**config.mk**
```make
export PLATFORM = sky130hd
export DESIGN_NAME = ext_irq_stop
export DESIGN_NICKNAME = d
export VERILOG_FILES = /design/src/ext_irq_pkg.sv /design/src/ext_irq_stop.sv
export SDC_FILE = /design/constraint.sdc
export NUM_CORES = 1
export LEC_CHECK = 0
export BUFFER_PORTS_ARGS = -buffer_cell sky130_fd_sc_hd__buf_2
export CORE_AREA = 2 2 90 92
export CTS_CLUSTER_SIZE = 20
export DETAILED_ROUTE_END_ITERATION = 8
export DIE_AREA = 0 0 92 94
export PLACE_DENSITY = 0.66
export SLEW_MARGIN = 30
export SYNTH_ARGS = -nofsm -noshare
export SYNTH_HDL_FRONTEND = slang
export SYNTH_SLANG_ARGS = --single-unit
```
**constraint.sdc**
```tcl
create_clock -name CORE_CLK -period 2.47 [get_ports CORE_CLK]
set_input_delay 0.494 -clock CORE_CLK [delete_from_list [all_inputs] [get_ports CORE_CLK]]
set_output_delay 0.494 -clock CORE_CLK [all_outputs]
set_load 0.02 [all_outputs]
```
**src/ext_irq_pkg.sv**
```systemverilog
// package: constants, types and behaviour list for the external interrupt and stop block
// Behaviour
// - a vector is loaded only for an occurred request with global enable set
// - all port-pin requests go to vector one or vector two only
// - vector one is edge or level sensitive per the level/edge select bit
// - vector two is always edge sensitive; polarity bit set means rising edge
// - an active edge sets a latch, cleared when its service routine starts
// - an edge during service stays pending; further edges are not counted
// - level mode stores nothing; line low at instruction end makes a request
// - switching vector two to rising with an enabled pin latches a request
// - falling mode: one enabled vector two pin held low blocks the others
// - rising mode: one enabled vector two pin held high blocks the others
// - enabling a low vector two pin with polarity clear latches a request
// - disabling a low vector two pin with polarity set latches a request
// - stop halts execution and the oscillator, keeping all register contents
// - stop is left on reset, external or nmi interrupt, or peripheral interrupt
// - every stop exit waits 2048 internal clocks before execution resumes
// - after the delay the routine of the waking cause is entered
// - with watchdog active stop acts as wait, unless option set and nmi high
package ext_irq_pkg;
   localparam int unsigned V1_PINS = 4;
   localparam int unsigned V2_PINS = 4;
   // register byte offsets
   localparam logic [7:0] OFS_OPTION = 8'h00;
   localparam logic [7:0] OFS_PINCFG = 8'h04;
   localparam logic [7:0] OFS_STATUS = 8'h08;
   localparam logic [7:0] OFS_MASK   = 8'h0C;
   localparam logic [7:0] OFS_STATE  = 8'h10;
   // reset values
   localparam logic [3:0] OPTION_RST = 4'h0;
   localparam logic [7:0] PINCFG_RST = 8'h00;
   localparam logic [2:0] MASK_RST   = 3'h0;
   // status bit positions
   localparam int unsigned ST_V1   = 0;
   localparam int unsigned ST_V2   = 1;
   localparam int unsigned ST_WAKE = 2;
   // oscillator settle time, in internal clock cycles
   localparam int unsigned WAKE_DELAY_CYC = 2048;
   localparam logic [11:0] WAKE_LOAD      = 12'(WAKE_DELAY_CYC - 1);
   typedef enum logic [3:0] {
      RUN      = 4'h1,
      STOPPED  = 4'h2,
      WAKING   = 4'h4,
      WAITING  = 4'h8
   } pwr_state_type;
   typedef enum logic [1:0] {
      CAUSE_NONE   = 2'h0,
      CAUSE_RESET  = 2'h1,
      CAUSE_EXT    = 2'h2,
      CAUSE_PERIPH = 2'h3
   } cause_type;
   typedef struct packed {
      logic stop_under_watchdog_option;
      logic edge_polarity_select;
      logic level_edge_select;
      logic global_ext_irq_enable;
   } option_type;
   typedef struct packed {
      logic [V2_PINS-1:0] v2_irq_en;
      logic [V1_PINS-1:0] v1_irq_en;
   } pincfg_type;
endpackage : ext_irq_pkg

```
**src/ext_irq_stop.sv**
```systemverilog
// module: external interrupt front end, vector dispatch and stop/wake sequencer
module ext_irq_stop (
   input  wire logic                            CORE_CLK,
   input  wire logic                            SYS_RST,
   input  wire logic                            WB_CYC_I,
   input  wire logic                            WB_STB_I,
   input  wire logic                            WB_WE_I,
   input  wire logic [7:0]                      WB_ADR_I,
   input  wire logic [3:0]                      WB_SEL_I,
   input  wire logic [31:0]                     WB_DAT_I,
   output logic      [31:0]                     WB_DAT_O,
   output logic                                 WB_ACK_O,
   input  wire logic [ext_irq_pkg::V1_PINS-1:0] V1_PIN,
   input  wire logic [ext_irq_pkg::V2_PINS-1:0] V2_PIN,
   input  wire logic                            INSTR_DONE,
   input  wire logic                            SVC_DONE,
   input  wire logic                            STOP_EXEC,
   input  wire logic                            WDOG_ACTIVE,
   input  wire logic                            NMI_PIN,
   input  wire logic                            NMI_IRQ,
   input  wire logic                            PERIPH_IRQ,
   input  wire logic                            RESET_REQ,
   output logic                                 PC_LOAD,
   output logic      [1:0]                      PC_VECTOR,
   output logic                                 IN_SERVICE,
   output logic                                 CPU_HALT,
   output logic                                 OSC_ENABLE,
   output logic                                 WDOG_FREEZE,
   output logic                                 WAKE_DONE,
   output ext_irq_pkg::cause_type               WAKE_CAUSE,
   output logic                                 IRQ
);
   import ext_irq_pkg::*;

   option_type    opt;
   pincfg_type    pcfg;
   logic [2:0]    status;
   logic [2:0]    mask;
   pwr_state_type state;
   logic [11:0]   delay_cnt;
   cause_type     cause;
   logic          v1_latch;
   logic          v2_latch;
   logic          v1_low_prev;
   logic          v2_low_prev;
   logic          v2_high_prev;
   logic          wdog_held;

   // any enabled pin at the given level; models the wired line of a vector
   function automatic logic any_at(input logic [3:0] pins, input logic [3:0] en,
                                   input logic level);
      any_at = level ? |(pins & en) : |(~pins & en);
   endfunction : any_at

   // bus decode; write and read-clear act at the edge where ack is high
   logic req;
   logic wr_take;
   logic rd_take;
   assign req     = WB_CYC_I & WB_STB_I;
   assign wr_take = req & WB_ACK_O & WB_WE_I & WB_SEL_I[0];
   assign rd_take = req & WB_ACK_O & ~WB_WE_I;

   option_type next_opt;
   pincfg_type next_pcfg;
   assign next_opt  = option_type'(WB_DAT_I[3:0]);
   assign next_pcfg = pincfg_type'(WB_DAT_I[7:0]);

   // wired lines of both vectors
   logic v1_low;
   logic v2_low;
   logic v2_high;
   assign v1_low  = any_at(V1_PIN, pcfg.v1_irq_en, 1'b0);
   assign v2_low  = any_at(V2_PIN, pcfg.v2_irq_en, 1'b0);
   assign v2_high = any_at(V2_PIN, pcfg.v2_irq_en, 1'b1);

   // a line edge only shows when no other enabled pin already holds the line
   logic v1_edge;
   logic v2_edge;
   assign v1_edge = v1_low & ~v1_low_prev;
   assign v2_edge = opt.edge_polarity_select ? (v2_high & ~v2_high_prev)
                                             : (v2_low & ~v2_low_prev);

   // configuration side effects of the vector two circuitry
   logic v2_spur;
   logic [3:0] v2_newly_on;
   logic [3:0] v2_newly_off;
   assign v2_newly_on  = next_pcfg.v2_irq_en & ~pcfg.v2_irq_en;
   assign v2_newly_off = ~next_pcfg.v2_irq_en & pcfg.v2_irq_en;
   always_comb begin
      v2_spur = 1'b0;
      if (wr_take && WB_ADR_I == OFS_OPTION && next_opt.edge_polarity_select
          && !opt.edge_polarity_select && |pcfg.v2_irq_en) begin
         v2_spur = 1'b1;
      end
      if (wr_take && WB_ADR_I == OFS_PINCFG) begin
         if (!opt.edge_polarity_select && |(v2_newly_on & ~V2_PIN)) begin
            v2_spur = 1'b1;
         end
         if (opt.edge_polarity_select && |(v2_newly_off & ~V2_PIN)) begin
            v2_spur = 1'b1;
         end
      end
   end

   // vector one request: stored latch in edge mode, live line in level mode
   logic v1_req;
   assign v1_req = opt.level_edge_select ? v1_latch : v1_low;

   // dispatch point: end of an instruction, or end of a wake delay caused by an external or nmi interrupt
   logic wake_end;
   logic sample;
   logic take_v1;
   logic take_v2;
   assign wake_end = (state == WAKING) && (delay_cnt == 12'h000);
   assign sample   = ((state == RUN) && INSTR_DONE) || (wake_end && cause == CAUSE_EXT);
   assign take_v1  = sample && opt.global_ext_irq_enable && !IN_SERVICE && v1_req;
   assign take_v2  = sample && opt.global_ext_irq_enable && !IN_SERVICE && !v1_req
                     && v2_latch;

   // edge latches hold one request each; a new edge wins over the clear
   always_ff @(posedge CORE_CLK) begin
      if (SYS_RST) begin
         v1_latch <= 1'b0;
         v2_latch <= 1'b0;
      end else begin
         if (v1_edge && opt.level_edge_select) begin
            v1_latch <= 1'b1;
         end else if (take_v1 || !opt.level_edge_select) begin
            v1_latch <= 1'b0;
         end
         if (v2_edge || v2_spur) begin
            v2_latch <= 1'b1;
         end else if (take_v2) begin
            v2_latch <= 1'b0;
         end
      end
   end

   // previous line levels for edge detection
   always_ff @(posedge CORE_CLK) begin
      if (SYS_RST) begin
         v1_low_prev  <= 1'b0;
         v2_low_prev  <= 1'b0;
         v2_high_prev <= 1'b0;
      end else begin
         v1_low_prev  <= v1_low;
         v2_low_prev  <= v2_low;
         v2_high_prev <= v2_high;
      end
   end

   // vector load toward the core; service ends on return from interrupt
   always_ff @(posedge CORE_CLK) begin
      if (SYS_RST) begin
         PC_LOAD    <= 1'b0;
         PC_VECTOR  <= 2'h0;
         IN_SERVICE <= 1'b0;
      end else begin
         PC_LOAD <= take_v1 || take_v2;
         if (take_v1) begin
            PC_VECTOR  <= 2'h1;
            IN_SERVICE <= 1'b1;
         end else if (take_v2) begin
            PC_VECTOR  <= 2'h2;
            IN_SERVICE <= 1'b1;
         end else if (SVC_DONE) begin
            IN_SERVICE <= 1'b0;
         end
      end
   end

   // wake sources, reset first since it overrides any pending routine
   logic ext_wake;
   logic any_wake;
   logic stop_ok;
   assign ext_wake = v1_req || v2_latch || v2_edge || NMI_IRQ;
   assign any_wake = RESET_REQ || ext_wake || PERIPH_IRQ;
   assign stop_ok  = !WDOG_ACTIVE || (opt.stop_under_watchdog_option && NMI_PIN);

   // power sequencer; the core clock keeps running here to count the delay
   always_ff @(posedge CORE_CLK) begin
      if (SYS_RST) begin
         state     <= RUN;
         delay_cnt <= 12'h000;
         cause     <= CAUSE_NONE;
         wdog_held <= 1'b0;
      end else begin
         case (state)
            RUN: begin
               if (STOP_EXEC && stop_ok) begin
                  state     <= STOPPED;
                  wdog_held <= WDOG_ACTIVE;
               end else if (STOP_EXEC) begin
                  state <= WAITING;
               end
            end
            STOPPED: begin
               if (any_wake) begin
                  state     <= WAKING;
                  delay_cnt <= WAKE_LOAD;
                  if (RESET_REQ) begin
                     cause <= CAUSE_RESET;
                  end else if (ext_wake) begin
                     cause <= CAUSE_EXT;
                  end else begin
                     cause <= CAUSE_PERIPH;
                  end
               end
            end
            WAKING: begin
               if (delay_cnt == 12'h000) begin
                  state     <= RUN;
                  wdog_held <= 1'b0;
               end else begin
                  delay_cnt <= delay_cnt - 12'h001;
               end
            end
            WAITING: begin
               // wait keeps the oscillator, so no settle delay
               if (any_wake) begin
                  state <= RUN;
               end
            end
            default: begin
               state <= RUN;
            end
         endcase
      end
   end

   // wake report toward the core and reset logic
   always_ff @(posedge CORE_CLK) begin
      if (SYS_RST) begin
         WAKE_DONE  <= 1'b0;
         WAKE_CAUSE <= CAUSE_NONE;
      end else begin
         WAKE_DONE <= wake_end;
         if (wake_end) begin
            WAKE_CAUSE <= cause;
         end
      end
   end

   assign CPU_HALT    = (state != RUN);
   assign OSC_ENABLE  = (state != STOPPED);
   assign WDOG_FREEZE = wdog_held;

   // software registers; pins and latches are not touched by stop
   always_ff @(posedge CORE_CLK) begin
      if (SYS_RST) begin
         opt  <= option_type'(OPTION_RST);
         pcfg <= pincfg_type'(PINCFG_RST);
         mask <= MASK_RST;
      end else if (wr_take) begin
         case (WB_ADR_I)
            OFS_OPTION: opt  <= next_opt;
            OFS_PINCFG: pcfg <= next_pcfg;
            OFS_MASK:   mask <= WB_DAT_I[2:0];
            default:    mask <= mask;
         endcase
      end
   end

   // sticky status; a read clears only what it returned, so new events survive
   logic [2:0] events;
   assign events = {wake_end, take_v2, take_v1};
   always_ff @(posedge CORE_CLK) begin
      if (SYS_RST) begin
         status <= 3'h0;
      end else if (rd_take && WB_ADR_I == OFS_STATUS) begin
         status <= (status & ~WB_DAT_O[2:0]) | events;
      end else begin
         status <= status | events;
      end
   end

   assign IRQ = |(status & mask);

   // read mux, answered one cycle after the request; unmapped reads as zero
   logic [31:0] rd_mux;
   always_comb begin
      rd_mux = 32'h0000_0000;
      case (WB_ADR_I)
         OFS_OPTION: rd_mux[3:0] = opt;
         OFS_PINCFG: rd_mux[7:0] = pcfg;
         OFS_STATUS: rd_mux[2:0] = status;
         OFS_MASK:   rd_mux[2:0] = mask;
         OFS_STATE:  rd_mux[9:0] = {cause, wdog_held, IN_SERVICE, v2_latch, v1_latch, state};
         default:    rd_mux      = 32'h0000_0000;
      endcase
   end

   always_ff @(posedge CORE_CLK) begin
      if (SYS_RST) begin
         WB_ACK_O <= 1'b0;
         WB_DAT_O <= 32'h0000_0000;
      end else begin
         WB_ACK_O <= req & ~WB_ACK_O;
         if (req && !WB_ACK_O) begin
            WB_DAT_O <= rd_mux;
         end
      end
   end

   // helper: cycles spent in the wake delay
   logic [12:0] wake_len;
   always_ff @(posedge CORE_CLK) begin
      if (SYS_RST || state != WAKING) begin
         wake_len <= 13'h0000;
      end else begin
         wake_len <= wake_len + 13'h0001;
      end
   end

   // helper: a reset request taken in stop, remembered until its wake report
   logic reset_woke;
   always_ff @(posedge CORE_CLK) begin
      if (SYS_RST || WAKE_DONE) begin
         reset_woke <= 1'b0;
      end else if (state == STOPPED && RESET_REQ) begin
         reset_woke <= 1'b1;
      end
   end

   localparam int WAKE_LAST = WAKE_DELAY_CYC - 1;
endmodule : ext_irq_stop

```
# Yosys cells after proc, flatten, opt, wreduce, memory -nomap -nowiden

Index checks and enable logic that the tools add are counted.

Flip-flop bits (word level): 60
Output and inout bits: 44
Word-level logic and storage cells: 166

$add $sub $neg: 1
Eq/ne operators: 17
Muxes and demuxes: 34
Bitwise gates (word level): 30
Reductions and logical operators: 59

Operators with widths:

| cell                  | number |
|---|---|
| $and 4x4->4           | 7 |
| $mux 12               | 2 |
| $pmux 12 s2           | 1 |
| $reduce_or 4->1       | 6 |
| $logic_and 1x1->1     | 20 |
| $mux 4                | 5 |
| $mux 1                | 18 |
| $eq 8x4->1 const B    | 2 |
| $not 4->4             | 4 |
| $pmux 4 s4            | 1 |
| $pmux 3 s5            | 1 |
| $logic_not 12->1      | 1 |
| $sub 12x1->12 const B | 1 |
| $logic_or 1x1->1      | 10 |
| $reduce_bool 2->1     | 5 |
| $and 1x1->1           | 9 |
| $eq 8x3->1 const B    | 1 |
| $eq 8x5->1 const B    | 1 |
| $logic_not 8->1       | 1 |
| $pmux 4 s2            | 1 |
| $reduce_and 2->1      | 4 |
| $and 3x3->3           | 2 |
| $logic_not 1->1       | 6 |
| $ne 2x2->1 const B    | 3 |
| other kinds (21)      | 29 |

# Longest topological paths before layout

Depth in word-level cells: 14
Depth in mapped cells: 10
Gate-level depth less buffers: 9

# Worst setup path before layout

No wires, ideal clock.

Path type: register to register
Start point: register delay_cnt[0]
End point: register v2_latch
Setup time: 0.128 ns
Arrival: 2.508 ns
Data required time: 2.342 ns
Setup slack: -0.165 ns
Stages on the path, launching flop included: 11
Path buffers: 1
Cell sequence: dfxtp_1 > inv_1 > ha_1 > or4b_2 > or4_1 > buf_2 > or3_4 > a21oi_4 > nand2_1 > a221oi_2 > nor2_1

Longest elaborated chain between the ends: 9

Ends and longest elaborated chain:

| element                            | line                | text |
|---|---|---|
| start: declaration                 | ext_irq_stop.sv:40  | `logic [11:0] delay_cnt;` |
| start signal: assignment           | ext_irq_stop.sv:215 | `delay_cnt <= delay_cnt - 12'h001;` |
| $logic_not 12->1                   | ext_irq_stop.sv:114 | `assign wake_end = (state == WAKING) && (delay_cnt == 12'h000);` |
| $logic_and 1x1->1                  | ext_irq_stop.sv:114 |  |
| $logic_and 1x1->1                  | ext_irq_stop.sv:115 | `assign sample = ((state == RUN) && INSTR_DONE) \|\| (wake_end && cause == CAUSE_EXT);` |
| $logic_or 1x1->1                   | ext_irq_stop.sv:115 |  |
| $logic_and 1x1->1 (3 in series)    | ext_irq_stop.sv:117 | `assign take_v2 = sample && opt.global_ext_irq_enable && !IN_SERVICE && !v1_req` |
| $logic_and 1x1->1                  | ext_irq_stop.sv:118 | `&& v2_latch;` |
| $reduce_bool 2->1 (no source line) | -                   |  |
| end signal: assignment             | ext_irq_stop.sv:124 | `v2_latch <= 1'b0;` |
| end signal: assignment             | ext_irq_stop.sv:132 | `v2_latch <= 1'b1;` |
| end signal: assignment             | ext_irq_stop.sv:134 | `v2_latch <= 1'b0;` |
| end: declaration                   | ext_irq_stop.sv:43  | `logic v2_latch;` |

No other way between the ends.
A chain may end at the register's enable or synchronous reset.

# Worst setup path after layout

Start point: register delay_cnt[0]
End point: register PC_VECTOR[1]

Longest elaborated chain between the ends: 8
Elaborated cells between the ends (all ways): 10
Those cells by class: 10 x reduce/logical

Ends and longest elaborated chain:

| element                                                                      | line                                     | text |
|---|---|---|
| $logic_not 12->1 (*)                                                         | ext_irq_stop.sv:114                      |  |
| $logic_and 1x1->1 (*)                                                        | ext_irq_stop.sv:114                      |  |
| $logic_and 1x1->1 (*)                                                        | ext_irq_stop.sv:115                      |  |
| $logic_or 1x1->1 (*)                                                         | ext_irq_stop.sv:115                      |  |
| $logic_and 1x1->1 (*) (2 in series)                                          | ext_irq_stop.sv:116, ext_irq_stop.sv:117 |  |
| $logic_and 1x1->1 (on tied branches)                                         | ext_irq_stop.sv:116, ext_irq_stop.sv:117 |  |
| $reduce_or 2->1 (no source line) / $logic_and 1x1->1 (equally long branches) | -                                        |  |
| end signal: assignment                                                       | ext_irq_stop.sv:156                      | `PC_VECTOR <= 2'h0;` |
| end signal: assignment                                                       | ext_irq_stop.sv:161                      | `PC_VECTOR <= 2'h1;` |
| end signal: assignment                                                       | ext_irq_stop.sv:164                      | `PC_VECTOR <= 2'h2;` |
| end: declaration                                                             | ext_irq_stop.sv:24                       | `output logic [1:0] PC_VECTOR,` |

Every way passes the cells marked *; elsewhere a longest branch is shown, timed or not.

==> impl_metrics.json <==
{
  "p_int_w": 0.00179,
  "status": "finished with violations",
  "yosys_most_used_dff": "dfxtp_1",
  "synth_top_family_by_area": "simple AND/OR/NAND/NOR gates",
  "layout_commonest_cell": "buf_2",
  "routedWlPerCell_um": 13.6,
  "route.vias.total": 2814,
  "worst_skew_pair.late_latency_ns": 0.35,
  "cts-root-buf": "clkbuf_8",
  "cpPeakStageDelay_ns": 0.57,
  "htree_levels": 3,
  "syn_area_mm2": 0.00306,
  "grt_use_total_pct": 18.6,
  "dieArea_mm2": 0.00865,
  "reg2reg_slack_ns": -0.01,
  "hold_violations": 0,
  "violations": "setup timing",
  "seqPwrFrac_pct": 42.5,
  "crit_path_top_delay_cell": "or4_4",
  "portBuffers": 59,
  "drv_cap": 0,
  "vias_per_cell": 5.02,
  "max_freq_mhz": 403,
  "path_cells": "inv_2, ha_4, or4b_4, or4_4, or3_4, a21oi_4, buf_6, nand2b_1, nand2b_1, nor2_1",
  "tritoncts": "yes",
  "post-route-util_pct": 51.4,
  "crit_fanout": 6,
  "crit_top_cell": "nand2b_1",
  "crit_arrival_ns": 2.72,
  "cts_num_sinks": 60,
  "p_switching_w": 0.000540,
  "drv_slew": 0,
  "grt_pass1_vias": 2655,
  "slew_headroom_pct": 53.6,
  "syn-instance-count": 367,
  "drc_errors": 0,
  "sw_frac_of_total_pct": 23.1,
  "synth_xor_area_share_pct": 2.58,
  "ys_warn_count": 0,
  "ioPinCount": 109,
  "layout-area-overhead-vs-synth_pct": 27.9,
  "ys_ff_latch": 60,
  "required_ns": 2.71,
  "drive_gt1_share_pct": 29.0,
  "ant_nets": 0,
  "ir_worst_vdd_mv": 0.353,
  "synth_async_sr_flop_share_pct": 0,
  "stdcell_count": 561,
  "combPwrFrac_pct": 9.8,
  "initial_core_util_pct": 40.2,
  "crit_type": "flop to flop",
  "routed_wl_um": 7630,
  "layout.nets": 521,
  "synth-compound-area-share_pct": 15.3,
  "synth_simple_gate_area_share_pct": 24.4,
  "antenna_cells": 0,
  "endpoint": "PC_VECTOR[1]",
  "worst_pin_slew_ns": 0.696,
  "synth_edf_count": 0,
  "core.rowCount": 32,
  "die_x_um": 92,
  "fill_cells": 749,
  "place_inst": 543,
  "coreArea_mm2": 0.00761,
  "first_iter_violations": 105,
  "r2r-end": "PC_VECTOR[1]",
  "p_per_area_mw_per_mm2": 597,
  "clockBufferDepth": 2,
  "firstDrtPassIters": 5,
  "post-route-min-period_ns": 2.48,
  "syn_area_per_cell_um2": 8.33,
  "place_ws_ns": -0.0449,
  "grt_max_degree": 40,
  "rsz0062_at_grt": "yes",
  "finalSetupViolations": 3,
  "synth_adder_area_share_pct": 0.818,
  "timing.final.ws_setup_ns": -0.0127,
  "period_share_pct": 101,
  "grt_pass1_wl_um": 12800,
  "startpoint": "delay_cnt[0]",
  "synth_mux_area_share_pct": 7.69,
  "clockPowerShare_pct": 47.8,
  "dp_hpwl_um": 5780,
  "r2r_cells": 10,
  "yosysUniqueCellTypes": 49,
  "mostFrequentLayoutCells": "buf_2 (59), dfxtp_1 (57), nor2_1 (44)",
  "holdCritPathClass": "input pin to flop",
  "r2r-start": "delay_cnt[0]",
  "path_clk_slew_ns": 0.07,
  "gp_congestion": 0.824,
  "overflow": 0,
  "antenna_found_initial": 0,
  "cp-start-kind": "flop",
  "ys_seq_area_share_pct": 39.3,
  "fin_worst_skew_ns": 0.00737,
  "leakage_nw": 1.75,
  "die_h_um": 94,
  "endpoint_kind": "flop",
  "cts_made_buffers": 9
}
-- metal layers --
layer	wire (um)	global-route usage [%]	up-vias
met5	0	0	-
met4	119	7.84	0
met3	372	2.97	12
met2	3400	29.8	78
met1	3730	25.0	1302
li1	-	-	1422
-- cell families (layout without fill, tap and decap cells) --
group	Yosys count	after routing
adders and majority gates	2	2
xor gates and xnor gates	9	9
muxes	23	23
buffers and inverters	57	128
other	1	22
DFF	60	60
AOI/OAI and AO/OA	70	70
and+or+nand+nor	145	145
-- power by group through the flow --
stage / Sequential, W / Combinational (W) / Clock [W]
4_1_cts: 0.000990 / 0.000227 / 0.00113
2_1_floorplan: 0.00102 / 0.000160 / 0
3_5_place_dp: 0.00101 / 0.000225 / 0
3_3_place_gp: 0.00101 / 0.000222 / 0
6_report: 0.000990 / 0.000228 / 0.00111
5_1_grt: 0.000991 / 0.000252 / 0.00117
-- flip-flops by register name (all words and copies together) (netlist names), 3 cells and up --
signal     count
WB_DAT_O      10
mask           3
delay_cnt     12
pcfg           8
status         3
state          4
opt            4
-- stage by stage --
stage | instance area (um2) | TNS [ns] | power, W | hold WS (ns)
floorplan | 3150 | -0.160 | 0.00118 | 0.427
global placement | 3620 | -0.0114 | 0.00123 | 0.442
detailed placement | 3620 | -0.177 | 0.00124 | 0.442
CTS | 3870 | 0 | 0.00235 | 0.388
global route | 3910 | -0.539 | 0.00241 | 0.426
finish | 3910 | -0.0252 | 0.00233 | 0.399
-- worst min path at each step --
stage	start	to	slack, ns	cells past startpoint
floorplan	state[3]	state[1]	0.43	1
global placement	WB_DAT_O[4]	WB_DAT_O[4]	0.44	2
detailed placement	WB_DAT_O[3]	WB_DAT_O[3]	0.44	2
CTS	RESET_REQ	cause[1]	0.39	2
global route	WB_DAT_I[3]	opt[3]	0.43	3
finish	RESET_REQ	cause[1]	0.40	2
-- worst max-delay path, delay by kind of cell, from the launching register on --
kind	cells	cell delay [ns]
simple gates	6	1.60
flops	1	0.32
buf+inv	2	0.21
compound gates	1	0.14
fa+ha+maj	1	0.12
-- synth_stat cells (all sizes together) (9+ instances only) --
cell    number  area, um2
nand3       15       75.1
clkbuf      17       63.8
dfxtp       60       1200
nand2       25       93.8
nor2        44        165
buf         24        174
o21ai        9       45.0
a21oi       29        156
inv         16       60.1
nand2b      14       87.6
xor2         9       78.8
mux2i       19        190
-- timing repair --
| item | CTS | global route |
|---|---|---|
| gates cloned | 0 | 0 |
| endpoints found under the setup margin | 8 | 17 |
| hold buffers | 0 | 0 |
| resized for setup | 1 | 9 |
| buffers inserted | 0 | 2 |
| pin swaps | 0 | 1 |
-- area by class of cell --
| cell class | count | area, um2 | area share (%) |
|---|---|---|---|
| well taps | 102 | 128 | 3.26 |
| clock inverters | 4 | 95.1 | 2.43 |
| flip-flops and latches | 60 | 1200 | 30.8 |
| repair buffers | 96 | 602 | 15.4 |
| clock buffers | 12 | 155 | 3.97 |
| inverters | 16 | 60.1 | 1.54 |
| multi-input cells | 271 | 1670 | 42.6 |
Note: power is estimated with default switching activity, not from simulation.
